--- config.mk ---
export PLATFORM = sky130hd
export DESIGN_NAME = ifl_irq_logic
export DESIGN_NICKNAME = d
export VERILOG_FILES = /design/src/rtl/ifl_pkg.sv /design/src/rtl/ifl_irq_logic.sv
export VERILOG_INCLUDE_DIRS = /design/src /design/src/rtl
export SDC_FILE = /design/constraint.sdc
export NUM_CORES = 1
export LEC_CHECK = 0
export ABC_AREA = 1
export ABC_CLOCK_PERIOD_IN_PS = 2000
export BUFFER_PORTS_ARGS = -buffer_cell sky130_fd_sc_hd__buf_2
export CORE_MARGIN = 2
export CORE_UTILIZATION = 45
export CTS_CLUSTER_DIAMETER = 80
export CTS_CLUSTER_SIZE = 28
export DETAILED_ROUTE_END_ITERATION = 10
export PLACE_DENSITY = 0.73
export SLEW_MARGIN = 25
export SYNTH_ARGS = -nofsm -noshare
export SYNTH_HDL_FRONTEND = slang
export SYNTH_SLANG_ARGS = --single-unit
--- constraint.sdc ---
create_clock -name clock -period 2 [get_ports clock]
set_input_delay 0.2 -clock clock [delete_from_list [all_inputs] [get_ports clock]]
set_output_delay 0.2 -clock clock [all_outputs]
set_load 0.01 [all_outputs]
--- src/rtl/ifl_regs.svh ---
// register offsets, field positions and reset values of the interrupt logic
`ifndef IFL_REGS_SVH
`define IFL_REGS_SVH
`define IFL_OFS_CORE      4'h0
`define IFL_OFS_PENA1     4'h1
`define IFL_OFS_PFLG1     4'h2
`define IFL_OFS_PENA2     4'h3
`define IFL_OFS_PFLG2     4'h4
`define IFL_OFS_CFG       4'h5
`define IFL_OFS_STAT      4'h6
`define IFL_RST_BYTE      8'h00
`define IFL_RST_CFG       8'h03
`define IFL_BIT_GEN       7
`define IFL_BIT_PGATE     6
`define IFL_BIT_T0E       5
`define IFL_BIT_EXE       4
`define IFL_BIT_PCE       3
`define IFL_BIT_T0F       2
`define IFL_BIT_EXF       1
`define IFL_BIT_PCF       0
`define IFL_P1_T1OV       0
`define IFL_P1_T2M        1
`define IFL_P1_CC1        2
`define IFL_P1_SSP        3
`define IFL_P1_RX         4
`define IFL_P1_TX         5
`define IFL_P1_ADC        6
`define IFL_P1_PSP        7
`define IFL_P2_CC2        0
`define IFL_P2_SLT        1
`define IFL_P2_SLO        2
`define IFL_P2_NV         3
`define IFL_P2_DSP        4
`define IFL_P2_CMP        5
`define IFL_CFG_HAS_EXT   0
`define IFL_CFG_HAS_PC    1
`define IFL_CFG_SINGLE    2
`define IFL_VECTOR        13'h0004
`endif

--- src/rtl/ifl_pkg.sv ---
// types shared by the interrupt flag and enable logic
package ifl_pkg;
	typedef struct packed {
		logic timer0_overflow;
		logic ext_pin;
		logic [3:0] upper_port_b_pins;
		logic timer1_overflow;
		logic timer2_match;
		logic capcomp1_capture;
		logic capcomp1_compare;
		logic capcomp2_capture;
		logic capcomp2_compare;
		logic sync_serial_done;
		logic uart_rx_full;
		logic uart_tx_empty;
		logic converter_done;
		logic slope_trip;
		logic slope_timer_overflow;
		logic parallel_port_rw;
		logic nv_write_done;
		logic display_event;
		logic comparator_change;
	} ifl_events_t;
	typedef enum logic [1:0] {
		IFL_CC_CAPTURE = 2'h0,
		IFL_CC_COMPARE = 2'h1,
		IFL_CC_PWM     = 2'h2
	} ifl_cc_mode_t;
	typedef enum logic [2:0] {
		IFL_BUS_IDLE = 3'h1,
		IFL_BUS_ACK  = 3'h2,
		IFL_BUS_HOLD = 3'h4
	} ifl_bus_state_t;
endpackage : ifl_pkg

--- src/rtl/ifl_irq_logic.sv ---
// interrupt flag, enable and request logic behind an avalon-mm slave
//
// The address map and the Avalon-MM interface to the registers were chosen for this implementation.
`timescale 1ns/1ns
`include "ifl_regs.svh"
module ifl_irq_logic
	import ifl_pkg::*;
(
	input  wire logic        clock,
	input  wire logic        srst,
	input  wire logic [3:0]  avs_address,
	input  wire logic        avs_read,
	input  wire logic        avs_write,
	input  wire logic [31:0] avs_writedata,
	input  wire logic [3:0]  avs_byteenable,
	output logic [31:0]      avs_readdata,
	output logic             avs_waitrequest,
	input  wire ifl_events_t events,
	input  wire logic        event_ext_pin_async,
	input  wire logic [3:0]  upper_port_b_pins,
	input  wire ifl_cc_mode_t capcomp1_mode,
	input  wire ifl_cc_mode_t capcomp2_mode,
	input  wire logic        uart_rx_buffer_read,
	input  wire logic        uart_tx_buffer_write,
	input  wire logic        irq_taken,
	input  wire logic        return_from_irq_instruction,
	output logic             irq_request,
	output logic [12:0]      irq_vector
);
	logic [7:0]     core_interrupt_control, next_core;
	logic [7:0]     pie1, next_pie1, pir1, next_pir1;
	logic [7:0]     pie2, next_pie2, pir2, next_pir2;
	logic [7:0]     cfg, next_cfg;
	logic [1:0]     ext_sync, next_ext_sync;
	logic           ext_prev, next_ext_prev;
	logic [3:0]     pb_s1, next_pb_s1, pb_s2, next_pb_s2;
	logic [3:0]     pb_prev, next_pb_prev;
	logic           pb_primed, next_pb_primed;
	ifl_bus_state_t bus_state, next_bus_state;
	logic [31:0]    next_readdata;
	logic           irq_q, next_irq;
	logic           wr_acc;

	// one byte lane decodes write data for every register
	function automatic logic [7:0] ifl_merge(input logic [7:0] old,
		input logic [31:0] wd, input logic [3:0] be);
		ifl_merge = be[0] ? wd[7:0] : old;
	endfunction : ifl_merge

	function automatic logic cc_hit(input ifl_cc_mode_t m,
		input logic cap, input logic cmp);
		case (m)
			IFL_CC_CAPTURE: cc_hit = cap;
			IFL_CC_COMPARE: cc_hit = cmp;
			default:        cc_hit = 1'b0;
		endcase
	endfunction : cc_hit

	// bus: read data latched a cycle early so it stands with the ack
	always_comb begin
		next_bus_state = bus_state;
		next_readdata  = avs_readdata;
		wr_acc         = 1'b0;
		case (bus_state)
			IFL_BUS_IDLE: begin
				if (avs_read || avs_write) begin
					next_bus_state = IFL_BUS_ACK;
				end
			end
			IFL_BUS_ACK: begin
				next_bus_state = IFL_BUS_HOLD;
				next_readdata  = 32'h0000_0000;
				if (avs_read) begin
					case (avs_address)
						`IFL_OFS_CORE:  next_readdata[7:0] = core_interrupt_control;
						`IFL_OFS_PENA1: next_readdata[7:0] = pie1;
						`IFL_OFS_PFLG1: next_readdata[7:0] = pir1;
						`IFL_OFS_PENA2: next_readdata[7:0] = pie2;
						`IFL_OFS_PFLG2: next_readdata[7:0] = pir2;
						`IFL_OFS_CFG:   next_readdata[7:0] = cfg;
						`IFL_OFS_STAT:  next_readdata[0]   = irq_q;
						default:        next_readdata      = 32'h0000_0000;
					endcase
				end
			end
			IFL_BUS_HOLD: begin
				wr_acc         = avs_write;
				next_bus_state = IFL_BUS_IDLE;
			end
			default:      next_bus_state = IFL_BUS_IDLE;
		endcase
	end

	// waitrequest drops in the hold cycle, where writes land
	assign avs_waitrequest = (bus_state != IFL_BUS_HOLD);

	// synchronisers and edge detection for pin sources
	always_comb begin
		next_ext_sync  = {ext_sync[0], event_ext_pin_async};
		next_ext_prev  = ext_sync[1];
		next_pb_s1     = upper_port_b_pins;
		next_pb_s2     = pb_s1;
		next_pb_prev   = pb_s2;
		next_pb_primed = 1'b1;
	end

	// flags and enables
	always_comb begin
		logic [7:0] pset1;
		logic [7:0] pset2;
		logic [7:0] cset;
		logic       ext_rise;
		logic       pb_change;
		logic [7:0] wcore;
		pset1     = 8'h00;
		pset2     = 8'h00;
		cset      = 8'h00;
		ext_rise  = ext_sync[1] & ~ext_prev;
		pb_change = pb_primed & (pb_s2 != pb_prev);
		next_core = core_interrupt_control;
		next_pie1 = pie1;
		next_pie2 = pie2;
		next_pir1 = pir1;
		next_pir2 = pir2;
		next_cfg  = cfg;
		next_irq  = 1'b0;
		wcore     = core_interrupt_control;

		if (wr_acc) begin
			case (avs_address)
				`IFL_OFS_CORE: begin
					wcore = ifl_merge(core_interrupt_control, avs_writedata,
						avs_byteenable);
				end
				`IFL_OFS_PENA1: next_pie1 = ifl_merge(pie1, avs_writedata,
					avs_byteenable);
				`IFL_OFS_PFLG1: next_pir1 = ifl_merge(pir1, avs_writedata,
					avs_byteenable);
				`IFL_OFS_PENA2: next_pie2 = ifl_merge(pie2, avs_writedata,
					avs_byteenable);
				`IFL_OFS_PFLG2: next_pir2 = ifl_merge(pir2, avs_writedata,
					avs_byteenable);
				`IFL_OFS_CFG:   next_cfg = ifl_merge(cfg, avs_writedata,
					avs_byteenable);
				default: ;
			endcase
		end
		if (return_from_irq_instruction) begin
			wcore[`IFL_BIT_GEN] = 1'b1;
		end
		if (irq_taken) begin
			wcore[`IFL_BIT_GEN] = 1'b0;
		end

		// events OR in after the software write, so a set beats a clear
		cset[`IFL_BIT_T0F] = events.timer0_overflow;
		cset[`IFL_BIT_EXF] = ext_rise | events.ext_pin;
		cset[`IFL_BIT_PCF] = pb_change;
		next_core = wcore | cset;
		if (!cfg[`IFL_CFG_HAS_EXT]) begin
			next_core[`IFL_BIT_EXE] = 1'b0;
			next_core[`IFL_BIT_EXF] = 1'b0;
		end
		if (!cfg[`IFL_CFG_HAS_PC]) begin
			next_core[`IFL_BIT_PCE] = 1'b0;
			next_core[`IFL_BIT_PCF] = 1'b0;
		end

		pset1[`IFL_P1_T1OV] = events.timer1_overflow;
		pset1[`IFL_P1_T2M]  = events.timer2_match;
		pset1[`IFL_P1_CC1]  = cc_hit(capcomp1_mode, events.capcomp1_capture,
			events.capcomp1_compare);
		pset1[`IFL_P1_ADC]  = events.converter_done;
		pset1[`IFL_P1_PSP]  = events.parallel_port_rw;
		pset2[`IFL_P2_CC2]  = cc_hit(capcomp2_mode, events.capcomp2_capture,
			events.capcomp2_compare);
		pset2[`IFL_P2_SLT]  = events.converter_done | events.slope_trip;
		pset2[`IFL_P2_SLO]  = events.slope_timer_overflow;
		pset2[`IFL_P2_NV]   = events.nv_write_done;
		pset2[`IFL_P2_DSP]  = events.display_event;
		pset2[`IFL_P2_CMP]  = events.comparator_change;
		next_pir1 = next_pir1 | pset1;
		next_pir2 = next_pir2 | pset2;

		// status-following flags: hardware owns them, writes are ignored
		next_pir1[`IFL_P1_SSP] = events.sync_serial_done;
		next_pir1[`IFL_P1_RX] = events.uart_rx_full & ~uart_rx_buffer_read;
		next_pir1[`IFL_P1_TX] = events.uart_tx_empty & ~uart_tx_buffer_write;

		// request from registered state
		if (core_interrupt_control[`IFL_BIT_GEN]) begin
			next_irq = |(core_interrupt_control[5:3]
				& core_interrupt_control[2:0]);
			if (cfg[`IFL_CFG_SINGLE]) begin
				next_irq = next_irq | (core_interrupt_control[`IFL_BIT_PGATE]
					& pir1[0]);
			end else if (core_interrupt_control[`IFL_BIT_PGATE]) begin
				next_irq = next_irq | (|(pie1 & pir1)) | (|(pie2 & pir2));
			end
		end
	end

	assign irq_request = irq_q;
	assign irq_vector  = `IFL_VECTOR;

	always_ff @(posedge clock) begin
		if (srst) begin
			bus_state              <= IFL_BUS_IDLE;
			avs_readdata           <= 32'h0000_0000;
			core_interrupt_control <= `IFL_RST_BYTE;
			pie1                   <= `IFL_RST_BYTE;
			pie2                   <= `IFL_RST_BYTE;
			pir1                   <= `IFL_RST_BYTE;
			pir2                   <= `IFL_RST_BYTE;
			cfg                    <= `IFL_RST_CFG;
			ext_sync               <= 2'h0;
			ext_prev               <= 1'b0;
			pb_s1                  <= 4'h0;
			pb_s2                  <= 4'h0;
			pb_prev                <= 4'h0;
			pb_primed              <= 1'b0;
			irq_q                  <= 1'b0;
		end else begin
			bus_state              <= next_bus_state;
			avs_readdata           <= next_readdata;
			core_interrupt_control <= next_core;
			pie1                   <= next_pie1;
			pie2                   <= next_pie2;
			pir1                   <= next_pir1;
			pir2                   <= next_pir2;
			cfg                    <= next_cfg;
			ext_sync               <= next_ext_sync;
			ext_prev               <= next_ext_prev;
			pb_s1                  <= next_pb_s1;
			pb_s2                  <= next_pb_s2;
			pb_prev                <= next_pb_prev;
			pb_primed              <= next_pb_primed;
			irq_q                  <= next_irq;
		end
	end
endmodule : ifl_irq_logic

==> metrics.txt, run 1 <==
status=complete, no violations; Total Nets Final=676; multi-input logic area=0.00174 sq mm; Worst slew margin=65.2%; Hold Crit Class=in2reg; count of filler cells inserted in the layout=857; grt ovf=0; Main synth FF type=dfxtp_1; maximum VDD drop=337 uV; Final Skew=0.0142 ns; unrepaired setup endpoints after global routing=false; Cell Pwr Density=715 mW/mm^2; GRT Max-Usage Layer=met2; final setup TNS=0 ns; FF/Latch Area=0.00152 sq mm; Skew-Pair Late Insertion Delay=0.36 ns; I/O Pins=126; Detailed Routing Iterations Pass 1=4; Starting Density=45.7%; clock sink count=76; Startpoint Class=flop; final wirelength=9.67 mm; Max-Cap Viols=0; Hold Vio Cnt, Final=0; PortBufs=57; Setup WS post-layout=0.407 ns; cell taking the most area after synthesis=dfxtp_1; Antenna diodes=0; synthesis-to-finish area growth=12.2%; worst-path fanout max=17; CTS tree=done; first-pass GRT wire length=15.4 mm; initial antenna violation count=0; most common cell in the netlist=nand2_1; TritonCTS buffer count=9; Syn. warnings=0; DIE HEIGHT=94.6 um; vias in the first global route=3013; FF-to-FF setup slack=0.41 ns; Yosys reg bits=76; DP HPWL=7.19 mm; Clock Tree Root=clkbuf_8; Reg clk slew, reported paths=0.09 ns; met2 Track Usage GR=36.5%; critical path type=reg2reg; wire per inst=13.7 um; DRT antenna net count=0; Slew Limit Fails=0; Mapped Area=0.00370 sq mm; total track usage=22.6%; Syn Area/Cell=6.91 sq um; crit path DAT=1.90 ns; DR vias=3443; area fraction of the dominant cell type after synthesis=41.2%; Post-CTS Setup Inserts=0; pin count of the biggest net entering global routing=38; Die ar.=0.00895 sq mm; crit end category=flop; most instantiated cells after synthesis=nand2_1 (111), nor2_1 (91), dfxtp_1 (76), nand3_1 (59), inv_1 (47); Placement Setup Slack=0.458 ns; width of the die=94.6 um; fraction of layout cells with a size suffix above 1=16.8%; met1 Usage GRT=30.1%; Final Wtd Congestion=0.896; LEAKAGE=2.03 nW; GR Layer Usage met3=4.95%; Clock Tree Buf Depth=2; post-synthesis sequential area ratio=41.2%; H-tree levels=3; count of cell types in the netlist=29; Avg Vias per Cell=4.87; Finish-stage setup viols=0; min Tclk post-route=1.59 ns; Iter 0 DRT Violations=260; # hold bufs at CTS=2; # rows=33; core area=0.00809 sq mm; WP data required=2.31 ns; EDFF count, synth=0; fin crit share=79.6%; worst hold slack=0.0306 ns; drt drc=0; Max Freq=0.628 GHz; actual slew at the worst max-slew pin=0.520 ns; Area contributors post-synth=dfxtp_1 (41%), nand2_1 (11%), nor2_1 (9.2%); Post-Synthesis Cells=535; share of synthesized registers carrying an async set or reset=0%; PostCTS Resize Cnt=0
[registers in the layout (all words and copies together) (netlist names)]
| signal | cells |
|---|---|
| bus_state | 3 |
| ext_prev | 1 |
| ext_sync | 2 |
| pb_primed | 1 |
| cfg | 8 |
| pie1 | 8 |
| core_interrupt_control | 8 |
| pir1 | 8 |
| pir2 | 8 |
| pie2 | 8 |
| irq_request | 1 |
| avs_readdata | 8 |
| next_pb_s2 | 4 |
| pb_prev | 4 |
| next_pb_prev | 4 |
[routing by layer]
layer  share of wire, %  routed length [um]
met4                1.9                 181
met5                  0                   0
met3                7.8                 756
met1                 45                4330
met2                 46                4400
[stage by stage]
| step | std cells | total power, W | instance area, sq um | util, % |
|---|---|---|---|---|
| 2_1_floorplan | 570 | 0.00184 | 3830 | - |
| 3_5_place_dp | 689 | 0.00190 | 3950 | 48.7 |
| 4_1_cts | 707 | 0.00299 | 4150 | 51.2 |
| 3_3_place_gp | 689 | 0.00190 | 3950 | 48.7 |
| 5_1_grt | 707 | 0.00311 | 4150 | 51.2 |
| 6_report | 707 | 0.00296 | 4150 | 51.2 |
[final timing paths]
check	from	to	cells after the start
max	bus_state[0]	pir2[1]	9
min reg2reg	next_pb_s2[1]	next_pb_prev[1]	2
max reg2reg	bus_state[0]	pir2[1]	9
min	upper_port_b_pins[2]	next_pb_s2[2]	3
[power by group]
group	leakage (nW)	switching [W]	total, W	internal, W
clock	0.0829	0.000625	0.00109	0.000465
sequential	0.621	0.0000327	0.00159	0.00156
combinational	1.32	0.000189	0.000284	0.0000949
[worst max-delay path, cell delays in order, from the launching register on]
cell and delay [ns]:
dfxtp_1 0.34, nor2_1 0.10, nand2_1 0.13, nor2_8 0.31, nand2_2 0.26, inv_2 0.15, nand2_1 0.06, nand3_1 0.07
nand2_1 0.05, inv_1 0.06
[cell type report]
type                       instances  area share, %
timing repair buffer              66           8.63
tap                              105           3.17
multi-input combinational        388           42.1
sequential                        76           36.7
clock buffer                       9           2.99
inverter                          56           5.07
clock inverter                     7           1.39
[kinds of logic after synthesis]
| logic type | after synthesis | synth area share [%] |
|---|---|---|
| AOI/OAI and AO/OA | 70 | 9.78 |
| other | 2 | 0.203 |
| buffers and inverters | 106 | 15.2 |
| and+or+nand+nor | 277 | 32.7 |
| xor gates and xnor gates | 4 | 0.948 |
| DFF | 76 | 41.2 |
[cells in the final DEF, fill, tap and decap left out, drive strengths merged, types with 2 or more instances in the layout]
cell type	n
conb	37
nand3	61
nor2	98
clkinvlp	3
clkinv	3
nand2	115
a21oi	29
dlygate4sd3	2
o21ai	35
inv	57
buf	64
xnor2	3
a31oi	4
dfxtp	76
clkbuf	9
No activity file was read; power rests on OpenSTA's default activity.
==> run 2, diff against run 1 <==
- ABC_CLOCK_PERIOD_IN_PS: 2000 -> 1500
- clock period: 2 -> 1.5 ns (I/O delays scaled with it)
==> metrics.txt, run 2 (synthesis results as in run 1) <==
sequential share of power=50.5% (-3.1 points); Reg clk slew, reported paths=0.09 ns (about the same); Clk pwr share=39.5% (+2.7 points); hold_sp=events[8]; most common cell after layout, fill and taps aside=nand2_1; initial antenna violation count=0 (unchanged); Detailed Routing Iterations Pass 1=5 (+1); commonest cells after routing, fill and taps aside=nand2_1 (110), nor2_1 (90), dfxtp_1 (75); Max Freq=0.726 GHz (+16%); core area=0.00809 sq mm (unchanged); CP max stage cell=dfxtp_2; Comb pwr share=10.0% (+0.4 points); critical path type=reg2reg; placed insts=698 (+1.3%); Die ar.=0.00895 sq mm (unchanged); min Tclk post-route=1.38 ns (-0.215 ns); Hold Vio Cnt, Final=0 (unchanged); Skew-Pair Late Insertion Delay=0.36 ns (about the same); Hold Crit Class=in2reg; pin count of the biggest net entering global routing=38 (unchanged); # rows=33 (unchanged); crit path from=bus_state[0]; Max-Cap Viols=0 (unchanged); final setup TNS=0 ns (unchanged); Avg Vias per Cell=4.86 (-0.14%); fin crit share=91.8% (+12 points); Final Wtd Congestion=0.954 (+6.5%); Finish-stage setup viols=0 (unchanged); FF-to-FF setup slack=0.12 ns (-0.29 ns); Final Skew=0.00962 ns (-0.00458 ns); clock sink count=76 (unchanged); Pint=0.00303 W (+43%); Total Nets Final=693 (+2.5%); Slew Limit Fails=0 (unchanged); most used cell, CP=nand2_2; maximum VDD drop=556 uV (+65%); Antenna diodes=0 (unchanged); critical path cell sequence=nor2_2 > nand2_2 > nor2_8 > buf_12 > nand2_2 > inv_2 > nand2_1 > o21ai_1 > a21oi_1; CTS tree=done; RR Endpoint=core_interrupt_control[0]; Worst Hold Depth=3 (unchanged); Clock Tree Buf Depth=2 (unchanged); RR Startpoint=bus_state[0]; drt drc=0 (unchanged); Starting Density=45.7% (unchanged); fraction of layout cells with a size suffix above 1=18.4% (+1.6 points); Worst Hold End=pir1[4]; width of the die=94.6 um (unchanged); crit end category=flop; final wirelength=10.0 mm (+3.8%); vias in the first global route=3173 (+5.3%); DP HPWL=7.47 mm (+3.9%); wire per inst=13.9 um (+1.3%); r2r worst-path depth=9 (unchanged); Clock Tree Root=clkbuf_8; Startpoint Class=flop; CP peak stage delay=0.34 ns (about the same); H-tree levels=3 (unchanged); status=complete, no violations; final cell count without fillers=724 (+2.4%); first-pass GRT wire length=16.0 mm (+3.5%); Cell Pwr Density=960 mW/mm^2 (+34%); Sw Ratio=28.0% (-0.63 points); synthesis-to-finish area growth=18.5%; DR vias=3521 (+2.3%); top cell family by delay on the critical path=simple AND/OR/NAND/NOR gates; PortBufs=57 (unchanged); DIE HEIGHT=94.6 um (unchanged); switching power=0.00118 W (+39%); Iter 0 DRT Violations=189 (-27%); LEAKAGE=2.14 nW (+5.4%); crit path DAT=1.62 ns (-0.28 ns); worst-path fanout max=10 (-7); unrepaired setup endpoints after global routing=false; grt ovf=0 (unchanged); I/O Pins=126 (unchanged); WP data required=1.74 ns (-0.57 ns); Worst Path Buf+Inv=2 (unchanged); total track usage=23.8% (+1.2 points); TritonCTS buffer count=9 (unchanged); DRT antenna net count=0 (unchanged)
## run 2: how the worst max path moves through the flow
stage | slack [ns] | endpoint | depth (start not counted)
after floorplan | 0.21 | core_interrupt_control[0] | 8
after global placement | 0.12 | core_interrupt_control[0] | 9
after detailed placement | 0.08 | core_interrupt_control[0] | 9
after CTS | 0.06 | core_interrupt_control[0] | 9
after global routing | 0.005 | core_interrupt_control[0] | 9
final | 0.12 | core_interrupt_control[0] | 9
## run 2: metal layers
metal / wire [um] / global-route usage (%)
met2: 4670 / 39.7
met4: 232 / 8.09
met3: 568 / 4.39
met5: 0 / 0
met1: 4560 / 30.8
## run 2: repair_timing
action                                  CTS  global route
gates resized for setup                   0             7
endpoints found under the setup margin    0            26
hold buffers                              9             0
buffers inserted                          0             1
endpoints found under the hold margin     9             0
## run 2: tightest hold or removal path, cell delays in order
cell and delay [ns]:
buf_2 0.09, nand2_1 0.05, nor2_1 0.03
## run 2: layout make-up
cell class | count | area, sq um
fill | 823 | 3710
multi-input combinational | 388 | 1750
sequential | 76 | 1520
timing repair buffer | 83 | 553
inverter | 56 | 218
tap | 105 | 131
clock buffer | 9 | 124
clock inverter | 7 | 82.6
## run 2: per-stage QoR
step | setup WS [ns] | hold WS, ns | power (W) | cell area, sq um | utilization, %
floorplan | 0.209 | 0.222 | 0.00245 | 3830 | -
global placement | 0.116 | 0.309 | 0.00255 | 4060 | 50.2
detailed placement | 0.0809 | 0.310 | 0.00256 | 4060 | 50.2
CTS | 0.0595 | 0.00352 | 0.00421 | 4360 | 53.9
global route | 0.00545 | 0.0125 | 0.00438 | 4380 | 54.1
finish | 0.122 | 0.00899 | 0.00421 | 4380 | 54.1
## run 2: power by group through the flow
stage | logic (W) | registers (W) | clock network [W]
floorplan | 0.000304 | 0.00215 | 0
global placement | 0.000387 | 0.00217 | 0
detailed placement | 0.000398 | 0.00217 | 0
CTS | 0.000416 | 0.00212 | 0.00168
global route | 0.000475 | 0.00213 | 0.00177
finish | 0.000420 | 0.00212 | 0.00166
